File: src/design/vbc_pkg.sv
// shared constants for the video blanking control register bank
package vbc_pkg;
   typedef logic [3:0] vbc_addr_t;
   typedef logic [1:0] vbc_code_t;

   // ----------------------------------------------------------------
   // register offsets
   // ----------------------------------------------------------------
   localparam vbc_addr_t REG_FIRST = 4'h0;
   localparam vbc_addr_t REG_OUT_EN = 4'h5;
   localparam vbc_addr_t REG_GAIN = 4'h6;
   localparam vbc_addr_t REG_BLANK = 4'h7;
   localparam vbc_addr_t REG_MON = 4'h8;
   localparam vbc_addr_t REG_MASK = 4'h9;
   localparam vbc_addr_t REG_LAST = 4'h9;
   localparam vbc_addr_t ADDR_ONE = 4'h1;

   // ----------------------------------------------------------------
   // reset values and writable bits
   // ----------------------------------------------------------------
   localparam logic [7:0] OUT_EN_RST = 8'h00;
   localparam logic [7:0] GAIN_RST = 8'h04;
   localparam logic [7:0] BLANK_RST = 8'h00;
   localparam logic [7:0] MASK_RST = 8'h08;
   localparam logic [7:0] MASK_WBITS = 8'h9E;
   localparam logic [7:0] BYTE_ZERO = 8'h00;
   localparam vbc_code_t CODE_ZERO = 2'h0;

   // ----------------------------------------------------------------
   // field positions
   // ----------------------------------------------------------------
   localparam int OE_CIO = 7;
   localparam int OE_TV_FAST_BLANK_OUT_EN = 6;
   localparam int OE_VCR_CHROMA_OUT_EN = 5;
   localparam int OE_VID_MSB = 4;
   localparam int GN_VOL_LSB = 0;
   localparam int GN_CLAMP_LSB = 2;
   localparam int GN_CLAMP_MSB = 4;
   localparam int GN_SRC_LSB = 5;
   localparam int GN_CLAMPB = 7;
   localparam int BL_FB_LSB = 0;
   localparam int BL_SBT_LSB = 2;
   localparam int BL_SBV_LSB = 4;
   localparam int BL_SBIO_LSB = 6;
   localparam int MK_SVCR = 1;
   localparam int MK_VCR_FAST_BLANK_STATUS = 2;

   // ----------------------------------------------------------------
   // field codes
   // ----------------------------------------------------------------
   localparam vbc_code_t GAIN_6DB = 2'h0;
   localparam vbc_code_t GAIN_7DB2 = 2'h1;
   localparam vbc_code_t GAIN_8DB2 = 2'h2;
   localparam vbc_code_t GAIN_9DB1 = 2'h3;
   localparam vbc_code_t SRC_ENC_CVBS = 2'h0;
   localparam vbc_code_t SRC_ENC_LUMA = 2'h1;
   localparam vbc_code_t SRC_VCR = 2'h2;
   localparam vbc_code_t FB_0V = 2'h0;
   localparam vbc_code_t FB_4V = 2'h1;
   localparam vbc_code_t FB_FOLLOW = 2'h2;
   localparam vbc_code_t SB_LOW = 2'h0;
   localparam vbc_code_t SB_MID = 2'h1;
   localparam vbc_code_t SB_HIGH = 2'h3;

   // ----------------------------------------------------------------
   // serial link
   // ----------------------------------------------------------------
   localparam logic [3:0] BITS_PER_BYTE = 4'h8;
   localparam logic [3:0] BIT_LAST = 4'h7;
   localparam logic [3:0] CNT_ZERO = 4'h0;
   localparam logic [3:0] CNT_ONE = 4'h1;

   typedef enum logic [2:0] {
      VBC_IDLE = 3'h0,
      VBC_ADDR = 3'h1,
      VBC_AACK = 3'h3,
      VBC_PTR = 3'h2,
      VBC_PACK = 3'h6,
      VBC_WDAT = 3'h7,
      VBC_RDAT = 3'h5,
      VBC_RACK = 3'h4
   } vbc_state_e;
endpackage

File: src/design/vbc_regs.sv
// video output and blanking control registers behind a two-wire serial slave
`timescale 1ns/1ps

module vbc_regs
   import vbc_pkg::*;
#(
   // device address on the serial bus, arbitrary value
   parameter logic [6:0] DEV_ADDR = 7'h2A
) (
   // clock and resets
   input wire logic clk,
   input wire logic rstn,
   input wire logic power_down_n,
   // serial bus
   input wire logic scl_in,
   input wire logic sda_in,
   output logic sda_out,
   output logic sda_oe,
   // monitor inputs
   input wire logic auto_startup,
   input wire logic vcr_sb_is_output,
   input wire vbc_pkg::vbc_code_t vcr_sb_level_code,
   input wire logic vcr_fb_in,
   // video controls
   output logic tv_fast_blank_out_en,
   output logic vcr_chroma_out_en,
   output logic vcr_chroma_gnd,
   output logic [4:0] video_out_en,
   output logic [3:0] rgb_gain_sel,
   output logic [2:0] dc_restore_src_sel,
   output logic [3:0] clamp_ctrl,
   // blanking controls
   output logic tv_fast_blank_level,
   output logic [2:0] tv_slow_blank_level,
   output logic [2:0] vcr_slow_blank_level,
   output logic [1:0] slow_blank_direction,
   // interrupt
   output logic int_n
);
   import vbc_pkg::*;

   // ----------------------------------------------------------------
   // serial slave
   // ----------------------------------------------------------------
   vbc_state_e state_reg, state_next;
   logic [7:0] shift_reg, shift_next;
   logic [3:0] cnt_reg, cnt_next;
   vbc_addr_t ptr_reg, ptr_next;
   logic rw_reg, rw_next;
   logic mack_reg, mack_next;
   logic scl_reg, scl_next;
   logic sda_reg, sda_next;
   logic scl_rise, scl_fall, start_cond, stop_cond;
   logic wr_stb, rd_load;
   logic [7:0] rd_data;
   vbc_addr_t ptr_inc;

   logic [7:0] oe_reg, oe_next;
   logic [7:0] gain_reg, gain_next;
   logic [7:0] blank_reg, blank_next;
   logic [7:0] mask_reg, mask_next;
   vbc_code_t svcr_reg, svcr_next;
   logic vcr_fast_blank_status_reg, vcr_fast_blank_status_next;
   logic pend_reg, pend_next;

   assign scl_rise = scl_in & ~scl_reg;
   assign scl_fall = ~scl_in & scl_reg;
   assign start_cond = scl_in & scl_reg & sda_reg & ~sda_in;
   assign stop_cond = scl_in & scl_reg & ~sda_reg & sda_in;
   assign ptr_inc = (ptr_reg == REG_LAST) ? REG_FIRST : ptr_reg + ADDR_ONE;

   always_comb begin
      unique case (ptr_reg)
         REG_OUT_EN: rd_data = oe_reg;
         REG_GAIN: rd_data = gain_reg;
         REG_BLANK: rd_data = blank_reg;
         REG_MON: rd_data = {5'h00, vcr_fast_blank_status_reg, svcr_reg};
         REG_MASK: rd_data = mask_reg;
         default: rd_data = BYTE_ZERO;
      endcase
   end

   always_comb begin
      state_next = state_reg;
      shift_next = shift_reg;
      cnt_next = cnt_reg;
      ptr_next = ptr_reg;
      rw_next = rw_reg;
      mack_next = mack_reg;
      scl_next = scl_in;
      sda_next = sda_in;
      wr_stb = 1'b0;
      rd_load = 1'b0;
      if (start_cond) begin
         state_next = VBC_ADDR;
         cnt_next = CNT_ZERO;
      end else if (stop_cond) begin
         state_next = VBC_IDLE;
      end else if (scl_rise) begin
         if (state_reg == VBC_ADDR || state_reg == VBC_PTR || state_reg == VBC_WDAT) begin
            shift_next = {shift_reg[6:0], sda_in};
            cnt_next = cnt_reg + CNT_ONE;
         end else if (state_reg == VBC_RACK) begin
            mack_next = ~sda_in;
         end
      end else if (scl_fall) begin
         unique case (state_reg)
            VBC_IDLE: ;
            VBC_ADDR: if (cnt_reg == BITS_PER_BYTE) begin
               rw_next = shift_reg[0];
               cnt_next = CNT_ZERO;
               state_next = (shift_reg[7:1] == DEV_ADDR) ? VBC_AACK : VBC_IDLE;
            end
            VBC_AACK: begin
               cnt_next = CNT_ZERO;
               if (rw_reg) begin
                  rd_load = 1'b1;
                  shift_next = rd_data;
                  ptr_next = ptr_inc;
                  state_next = VBC_RDAT;
               end else begin
                  state_next = VBC_PTR;
               end
            end
            VBC_PTR: if (cnt_reg == BITS_PER_BYTE) begin
               ptr_next = shift_reg[3:0];
               state_next = VBC_PACK;
            end
            VBC_PACK: begin
               cnt_next = CNT_ZERO;
               state_next = VBC_WDAT;
            end
            VBC_WDAT: if (cnt_reg == BITS_PER_BYTE) begin
               wr_stb = 1'b1;
               ptr_next = ptr_inc;
               state_next = VBC_PACK;
            end
            VBC_RDAT: begin
               if (cnt_reg == BIT_LAST) begin
                  state_next = VBC_RACK;
               end else begin
                  shift_next = {shift_reg[6:0], 1'b0};
                  cnt_next = cnt_reg + CNT_ONE;
               end
            end
            VBC_RACK: begin
               cnt_next = CNT_ZERO;
               if (mack_reg) begin
                  rd_load = 1'b1;
                  shift_next = rd_data;
                  ptr_next = ptr_inc;
                  state_next = VBC_RDAT;
               end else begin
                  state_next = VBC_IDLE;
               end
            end
         endcase
      end
      if (!power_down_n) begin
         state_next = VBC_IDLE;
         cnt_next = CNT_ZERO;
         ptr_next = REG_FIRST;
      end
   end

   always_ff @(posedge clk or negedge rstn) begin
      if (!rstn) begin
         state_reg <= VBC_IDLE;
         shift_reg <= BYTE_ZERO;
         cnt_reg <= CNT_ZERO;
         ptr_reg <= REG_FIRST;
         rw_reg <= 1'b0;
         mack_reg <= 1'b0;
         scl_reg <= 1'b1;
         sda_reg <= 1'b1;
      end else begin
         state_reg <= state_next;
         shift_reg <= shift_next;
         cnt_reg <= cnt_next;
         ptr_reg <= ptr_next;
         rw_reg <= rw_next;
         mack_reg <= mack_next;
         scl_reg <= scl_next;
         sda_reg <= sda_next;
      end
   end

   // pin is only ever pulled low
   assign sda_out = 1'b0;
   assign sda_oe = (state_reg == VBC_AACK) || (state_reg == VBC_PACK) ||
                   ((state_reg == VBC_RDAT) && !shift_reg[7]);

   // ----------------------------------------------------------------
   // control registers
   // ----------------------------------------------------------------
   always_comb begin
      oe_next = oe_reg;
      gain_next = gain_reg;
      blank_next = blank_reg;
      mask_next = mask_reg;
      if (wr_stb) begin
         unique case (ptr_reg)
            REG_OUT_EN: oe_next = shift_reg;
            REG_GAIN: gain_next = shift_reg;
            REG_BLANK: blank_next = shift_reg;
            REG_MASK: mask_next = shift_reg & MASK_WBITS;
            default: ;
         endcase
      end
      if (!power_down_n) begin
         oe_next = OUT_EN_RST;
         gain_next = GAIN_RST;
         blank_next = BLANK_RST;
         mask_next = MASK_RST;
      end
   end

   always_ff @(posedge clk or negedge rstn) begin
      if (!rstn) begin
         oe_reg <= OUT_EN_RST;
         gain_reg <= GAIN_RST;
         blank_reg <= BLANK_RST;
         mask_reg <= MASK_RST;
      end else begin
         oe_reg <= oe_next;
         gain_reg <= gain_next;
         blank_reg <= blank_next;
         mask_reg <= mask_next;
      end
   end

   // ----------------------------------------------------------------
   // monitor and interrupt
   // ----------------------------------------------------------------
   always_comb begin
      svcr_next = vcr_sb_is_output ? svcr_reg : vcr_sb_level_code;
      vcr_fast_blank_status_next = oe_reg[OE_TV_FAST_BLANK_OUT_EN] ? vcr_fb_in : vcr_fast_blank_status_reg;
      // a new change wins over the clear by a monitor read
      pend_next = (pend_reg && !(rd_load && ptr_reg == REG_MON)) ||
                  ((svcr_next != svcr_reg) && !mask_reg[MK_SVCR]) ||
                  ((vcr_fast_blank_status_next != vcr_fast_blank_status_reg) && !mask_reg[MK_VCR_FAST_BLANK_STATUS]);
      if (!power_down_n) begin
         svcr_next = CODE_ZERO;
         vcr_fast_blank_status_next = 1'b0;
         pend_next = 1'b0;
      end
   end

   always_ff @(posedge clk or negedge rstn) begin
      if (!rstn) begin
         svcr_reg <= CODE_ZERO;
         vcr_fast_blank_status_reg <= 1'b0;
         pend_reg <= 1'b0;
      end else begin
         svcr_reg <= svcr_next;
         vcr_fast_blank_status_reg <= vcr_fast_blank_status_next;
         pend_reg <= pend_next;
      end
   end

   assign int_n = ~pend_reg;

   // ----------------------------------------------------------------
   // decoded outputs
   // ----------------------------------------------------------------
   logic [25:0] dec_reg, dec_next;
   vbc_code_t src_code;

   always_comb begin
      src_code = auto_startup ? SRC_VCR : gain_reg[GN_SRC_LSB +: 2];
      dec_next[0] = oe_reg[OE_TV_FAST_BLANK_OUT_EN];
      dec_next[1] = oe_reg[OE_VCR_CHROMA_OUT_EN] && !oe_reg[OE_CIO];
      dec_next[2] = oe_reg[OE_CIO];
      dec_next[7:3] = oe_reg[OE_VID_MSB:0];
      dec_next[11:8] = {gain_reg[GN_VOL_LSB +: 2] == GAIN_9DB1,
                        gain_reg[GN_VOL_LSB +: 2] == GAIN_8DB2,
                        gain_reg[GN_VOL_LSB +: 2] == GAIN_7DB2,
                        gain_reg[GN_VOL_LSB +: 2] == GAIN_6DB};
      dec_next[14:12] = {src_code == SRC_VCR, src_code == SRC_ENC_LUMA,
                         src_code == SRC_ENC_CVBS};
      dec_next[18:15] = {gain_reg[GN_CLAMPB], gain_reg[GN_CLAMP_MSB:GN_CLAMP_LSB]};
      dec_next[19] = (blank_reg[BL_FB_LSB +: 2] == FB_4V) ||
                     ((blank_reg[BL_FB_LSB +: 2] == FB_FOLLOW) && vcr_fb_in);
      dec_next[22:20] = {blank_reg[BL_SBT_LSB +: 2] == SB_HIGH,
                         blank_reg[BL_SBT_LSB +: 2] == SB_MID,
                         blank_reg[BL_SBT_LSB +: 2] == SB_LOW};
      dec_next[25:23] = {blank_reg[BL_SBV_LSB +: 2] == SB_HIGH,
                         blank_reg[BL_SBV_LSB +: 2] == SB_MID,
                         blank_reg[BL_SBV_LSB +: 2] == SB_LOW};
   end

   always_ff @(posedge clk or negedge rstn) begin
      if (!rstn) begin
         dec_reg <= 26'h0000000;
      end else begin
         dec_reg <= dec_next;
      end
   end

   assign tv_fast_blank_out_en = dec_reg[0];
   assign vcr_chroma_out_en = dec_reg[1];
   assign vcr_chroma_gnd = dec_reg[2];
   assign video_out_en = dec_reg[7:3];
   assign rgb_gain_sel = dec_reg[11:8];
   assign dc_restore_src_sel = dec_reg[14:12];
   assign clamp_ctrl = dec_reg[18:15];
   assign tv_fast_blank_level = dec_reg[19];
   assign tv_slow_blank_level = dec_reg[22:20];
   assign vcr_slow_blank_level = dec_reg[25:23];
   assign slow_blank_direction = blank_reg[BL_SBIO_LSB +: 2];

endmodule

File: config.mk
export PLATFORM = sky130hd
export DESIGN_NAME = vbc_regs
export DESIGN_NICKNAME = d
export VERILOG_FILES = /design/src/design/vbc_pkg.sv /design/src/design/vbc_regs.sv
export SDC_FILE = /design/constraint.sdc
export NUM_CORES = 1
export LEC_CHECK = 0
export BUFFER_PORTS_ARGS = -buffer_cell sky130_fd_sc_hd__buf_2
export CAP_MARGIN = 20
export CELL_PAD_IN_SITES_DETAIL_PLACEMENT = 2
export CELL_PAD_IN_SITES_GLOBAL_PLACEMENT = 2
export CORE_MARGIN = 2
export CORE_UTILIZATION = 38
export DETAILED_ROUTE_END_ITERATION = 6
export PLACE_DENSITY = 0.78
export SLEW_MARGIN = 30
export SYNTH_ARGS = -nofsm -noshare
export SYNTH_HDL_FRONTEND = slang
export SYNTH_SLANG_ARGS = --single-unit
File: constraint.sdc
create_clock -name clk -period 2.85 [get_ports clk]
set_input_delay 0.285 -clock clk [delete_from_list [all_inputs] [get_ports clk]]
set_output_delay 0.285 -clock clk [all_outputs]
set_load 0.05 [all_outputs]
# Word-level counts from Yosys, hierarchy flattened
# Index checks and enable logic that the tools add are counted.
# totals
elab_cells	200
in_bits	10
ff_bits	85
# classes
addsub	2
mux	71
n_reduce_logical	37
bitwise	16
eq_ne	58
# ops
cell	count
$mux W8	18
$mux W4	18
$pmux W8 S5	1
$mux W3	10
$pmux W8 S3	1
$ne A3 B3 Y1 const B	6
$pmux W3 S6	1
$reduce_and A6 Y1	3
$eq A4 B3 Y1 const B	4
$pmux W4 S4	1
$mux W1	15
$ne A2 B1 Y1 const B	7
$eq A2 B2 Y1 const B	6
$eq A3 B3 Y1 const B	4
$eq A4 B4 Y1 const B	3
$pmux W4 S3	1
$eq A2 B1 Y1 const B	5
$ne A5 B4 Y1 const B	2
$ne A5 B5 Y1 const B	2
$ne A9 B2 Y1 const B	1
$not A1 Y1	9
$reduce_and A9 Y1	1
$add A4 B1 Y4 const B	2
$logic_not A2 Y1	4
other kinds (25)	59

# Depth between registers and ports, before layout
# depth
word_depth	12
ltp_mapped	8
mapped_depth_nobuf	7

# Least setup slack after synthesis
# No wires, ideal clock.
# synth_timing
kind	register to register
from	register scl_reg
to	register oe_reg[6]
arrival_time_ps	1963
period_less_slack_ps	2095
path_buffers	1
setup_slack_ps	755
stages_incl_launch_ff	9
setup_ps	132
path_cell_list	dfstp_2 inv_1 ha_1 nand2b_1 a2111oi_4 nand3_1 clkbuf_1 nand3_1 o21ai_1
# synth_via
elab_chain_len	7
# synth_rtl
item	line	source
from (decl)	vbc_regs.sv:51	logic scl_reg, scl_next;
from (signal assigned)	vbc_regs.sv:183	scl_reg <= scl_next;
$and A1 B1 Y1, or another cell as far along	vbc_regs.sv:67	assign scl_fall = ~scl_in & scl_reg;
$mux W1, or another cell as far along	vbc_regs.sv:106	end else if (scl_fall) begin
$mux W1 / $and A1 B1 Y1 (equally long branches)	vbc_regs.sv:99, vbc_regs.sv:69	
$mux W1	vbc_regs.sv:97	end else if (stop_cond) begin
$mux W1 *	vbc_regs.sv:94	if (start_cond) begin
$ne A2 B1 Y1 (no line) *	n/a	
$reduce_and A2 Y1 (no line) *	n/a	
to (signal assigned)	vbc_regs.sv:225	oe_reg <= oe_next;
to (decl)	vbc_regs.sv:58	logic [7:0] oe_reg, oe_next;
# Every way passes the cells marked *; elsewhere a longest branch is shown, timed or not.
# A chain may end at the register's enable or synchronous reset.

# Worst setup path in the final report
# layout_timing
from	register scl_reg
to	register gain_reg[0]
# layout_via
elab_chain_len	7
# layout_rtl
item	line	source
$and A1 B1 Y1, or another cell as far along	vbc_regs.sv:67	
$mux W1, or another cell as far along	vbc_regs.sv:106	
$mux W1 / $and A1 B1 Y1 (equally long branches)	vbc_regs.sv:99, vbc_regs.sv:69	
$mux W1	vbc_regs.sv:97	
$mux W1 *	vbc_regs.sv:94	
$ne A2 B1 Y1 (no line) *	n/a	
$reduce_and A2 Y1 (no line) *	n/a	
to (signal assigned)	vbc_regs.sv:226	gain_reg <= gain_next;
to (decl)	vbc_regs.sv:59	logic [7:0] gain_reg, gain_next;
# Marked as above.

==> results.toml <==
[worst_setup_path]
crit_fanout = 15
path_class = "flop to flop"
path_cells = "inv_1, ha_1, nand2b_1, a2111oi_4, nand2_1, nand3_1, o21ai_1"
crit_path_start_kind = "flop"
reg2reg_from = "scl_reg"
arrival_ps = 2600
critical-path-max-stage-delay_ps = 560
critPathCaptureType = "flop"
regToRegSetupSlack_ps = 490
slowest_stage = "dfstp_2"
worstPathRequired_ps = 3080
worstSetupStartpoint = "scl_reg"

[logic_synthesis]
ys_seq_elements = 82
ys_warn_count = 0
syn_nets = 423
synth_flop_cell = "dfrtp_1"
synth.yosys.seq_area_share = 0.503
async_reset_ff_frac = 1.00
netlist_instances = 408
syn_avg_cell_area_sq_um = 10.0
synth.distinct_cells = 65
syn-cell-area_sq_um = 4090
synth_edf_count = 0

[final_layout]
n_antenna_cell = 0
final_cell_mix = "dfrtp_1, buf_2, nand2_1, nand3_1"
area.growth.synth_to_final_pct = 13.1
largest_register_ffs = 26
drive_above_1_share = 0.200
num-nets-final = 459
layout.cells.most_common = "dfrtp_1"

[sta]
drv_slew = 0
whs_ps = 35.5
setup_viol = 0
hold_viol = 0
maxSlewHeadroom = 0.480
worst_pin_slew_ps = 778
rsz0062_at_grt = "no"
max_freq_mhz = 423
worst_slack_ps = 487
fin_crit_sh = 0.829
fin_skew_ps = 14.7
tns_ps = 0
timing.final.crit_period_ps = 2360

[clocking]
cts_tree = "done"
clk_latency_ps = 380
cts_buffers = 9
clockBufferDepth = 2
post_cts_resized = 0
cts-root-buf = "clkbuf_8"
clock_sinks = 82
path_clk_slew_ps = 90
htreeDepth = 3

[power_and_ir_drop]
combPwrFrac = 0.064
power.density_nw_per_um2 = 473
seqPwrFrac = 0.542
vdd_ir_drop_max_v = 0.000218
netSwitchingFraction = 0.263
p_int_w = 0.00161
power_leakage_nw = 2.04
p_switching_w = 0.000576
clockPowerShare = 0.394

[min_path]
min-delay-start = "scl_in"
hp-class = "input port to flop"

[drt]
viasPerCell = 5.63
antenna_left = 0
drc = 0
wl_per_cell_um = 20.1
vias = 3295
wirelength_um = 11800
drtIter0Drc = 165
first_pass_iters = 4

[floorplan]
pin_count = 41
die-height_um = 108
die_area_sq_um = 11600
core-area_sq_um = 10400
die_w_um = 108
start_util = 0.394
rows = 37

[global_routing]
grt_max_degree = 83
grt_pass1_wl_um = 19400
antenna_found_initial = 0
grt_use_total = 0.218
grt.overflow.total = 0
grt_pass1_vias = 3569

[placement]
dp_slack_ps = 497
portBuffers = 39
place_congestion = 0.808
place_hpwl_um = 8400

[run_status]
status = "complete, no violations"

[flow_run]
maxCapViolCount = 0
cell usage after synthesis (5+ instances only):
cell type,count,area (sq um)
mux2_2,10,113
mux2i_1,10,100
ha_1,5,62.6
a21oi_1,13,65.1
nor2_1,15,56.3
inv_1,14,52.6
buf_2,6,30.0
o21ai_0,23,115
nand3_1,34,170
dfrtp_1,78,1950
nand2b_1,6,37.5
nor3_1,7,35.0
o21ai_1,23,115
clkbuf_1,12,45.0
nand2_1,37,139
nor2b_1,18,113
buf_4,5,37.5
path summary, 6_finish.rpt:
path                                 to  cells after the start
max                         gain_reg[0]                      7
min                             scl_reg                      1
max reg2reg                 gain_reg[0]                      7
min reg2reg                 dec_reg[16]                      0
max in group asynchronous  shift_reg[7]                      2
min in group asynchronous    dec_reg[4]                      2
routing by layer:
layer	wire length, um	up-vias	track usage	part of all wire
li1	-	1530	-	-
met1	5550	1711	0.299	0.47
met2	5700	42	0.351	0.48
met3	328	12	0.0297	0.028
met4	200	0	0.0842	0.017
met5	0	-	0	0
cells by family after synthesis:
family,Yosys count,synth area share
AO/OA/AOI/OAI,109,0.180
XOR/XNOR,5,0.0107
adder cells (fa/ha/maj),6,0.0178
buffers and inverters,40,0.0432
flip-flops,82,0.503
multiplexers,21,0.0548
other,1,0.000918
AND/OR/NAND/NOR,144,0.189
critical path: cells and delay by family, from the launching register on:
kind,cells,cell delay [ps]
buf+inv,1,50
compound gates,2,560
fa+ha+maj,1,210
simple gates,3,840
flops,1,560
through the flow:
step / power [W] / instances / area, sq um / utilization
floorplan: 0.00129 / 408 / 4090 / -
finish: 0.00219 / 585 / 4620 / 0.446
global placement: 0.00134 / 568 / 4410 / 0.426
global route: 0.00227 / 585 / 4620 / 0.446
CTS: 0.00222 / 585 / 4620 / 0.446
detailed placement: 0.00135 / 568 / 4420 / 0.426
final cells by class:
cell class	instances	area (sq um)
clock buffer	12	165
clock inverter	4	31.3
fill	1131	5750
inverter	14	52.6
multi-input combinational	286	1850
sequential	82	2060
tap	136	170
timing repair buffer	51	294
what timing repair did:
item,in CTS,in global routing
setup endpoints to repair,0,0
hold buffers,1,0
hold endpoints to repair,70,0
buffers inserted,0,0
power by group through the flow:
stage	sequential, W	combinational [W]	clock, W
finish	0.00119	0.000140	0.000862
global route	0.00119	0.000154	0.000927
CTS	0.00119	0.000142	0.000890
detailed placement	0.00121	0.000140	0
global placement	0.00121	0.000134	0
floorplan	0.00121	0.0000762	0
Note: power is estimated with default switching activity, not from simulation.
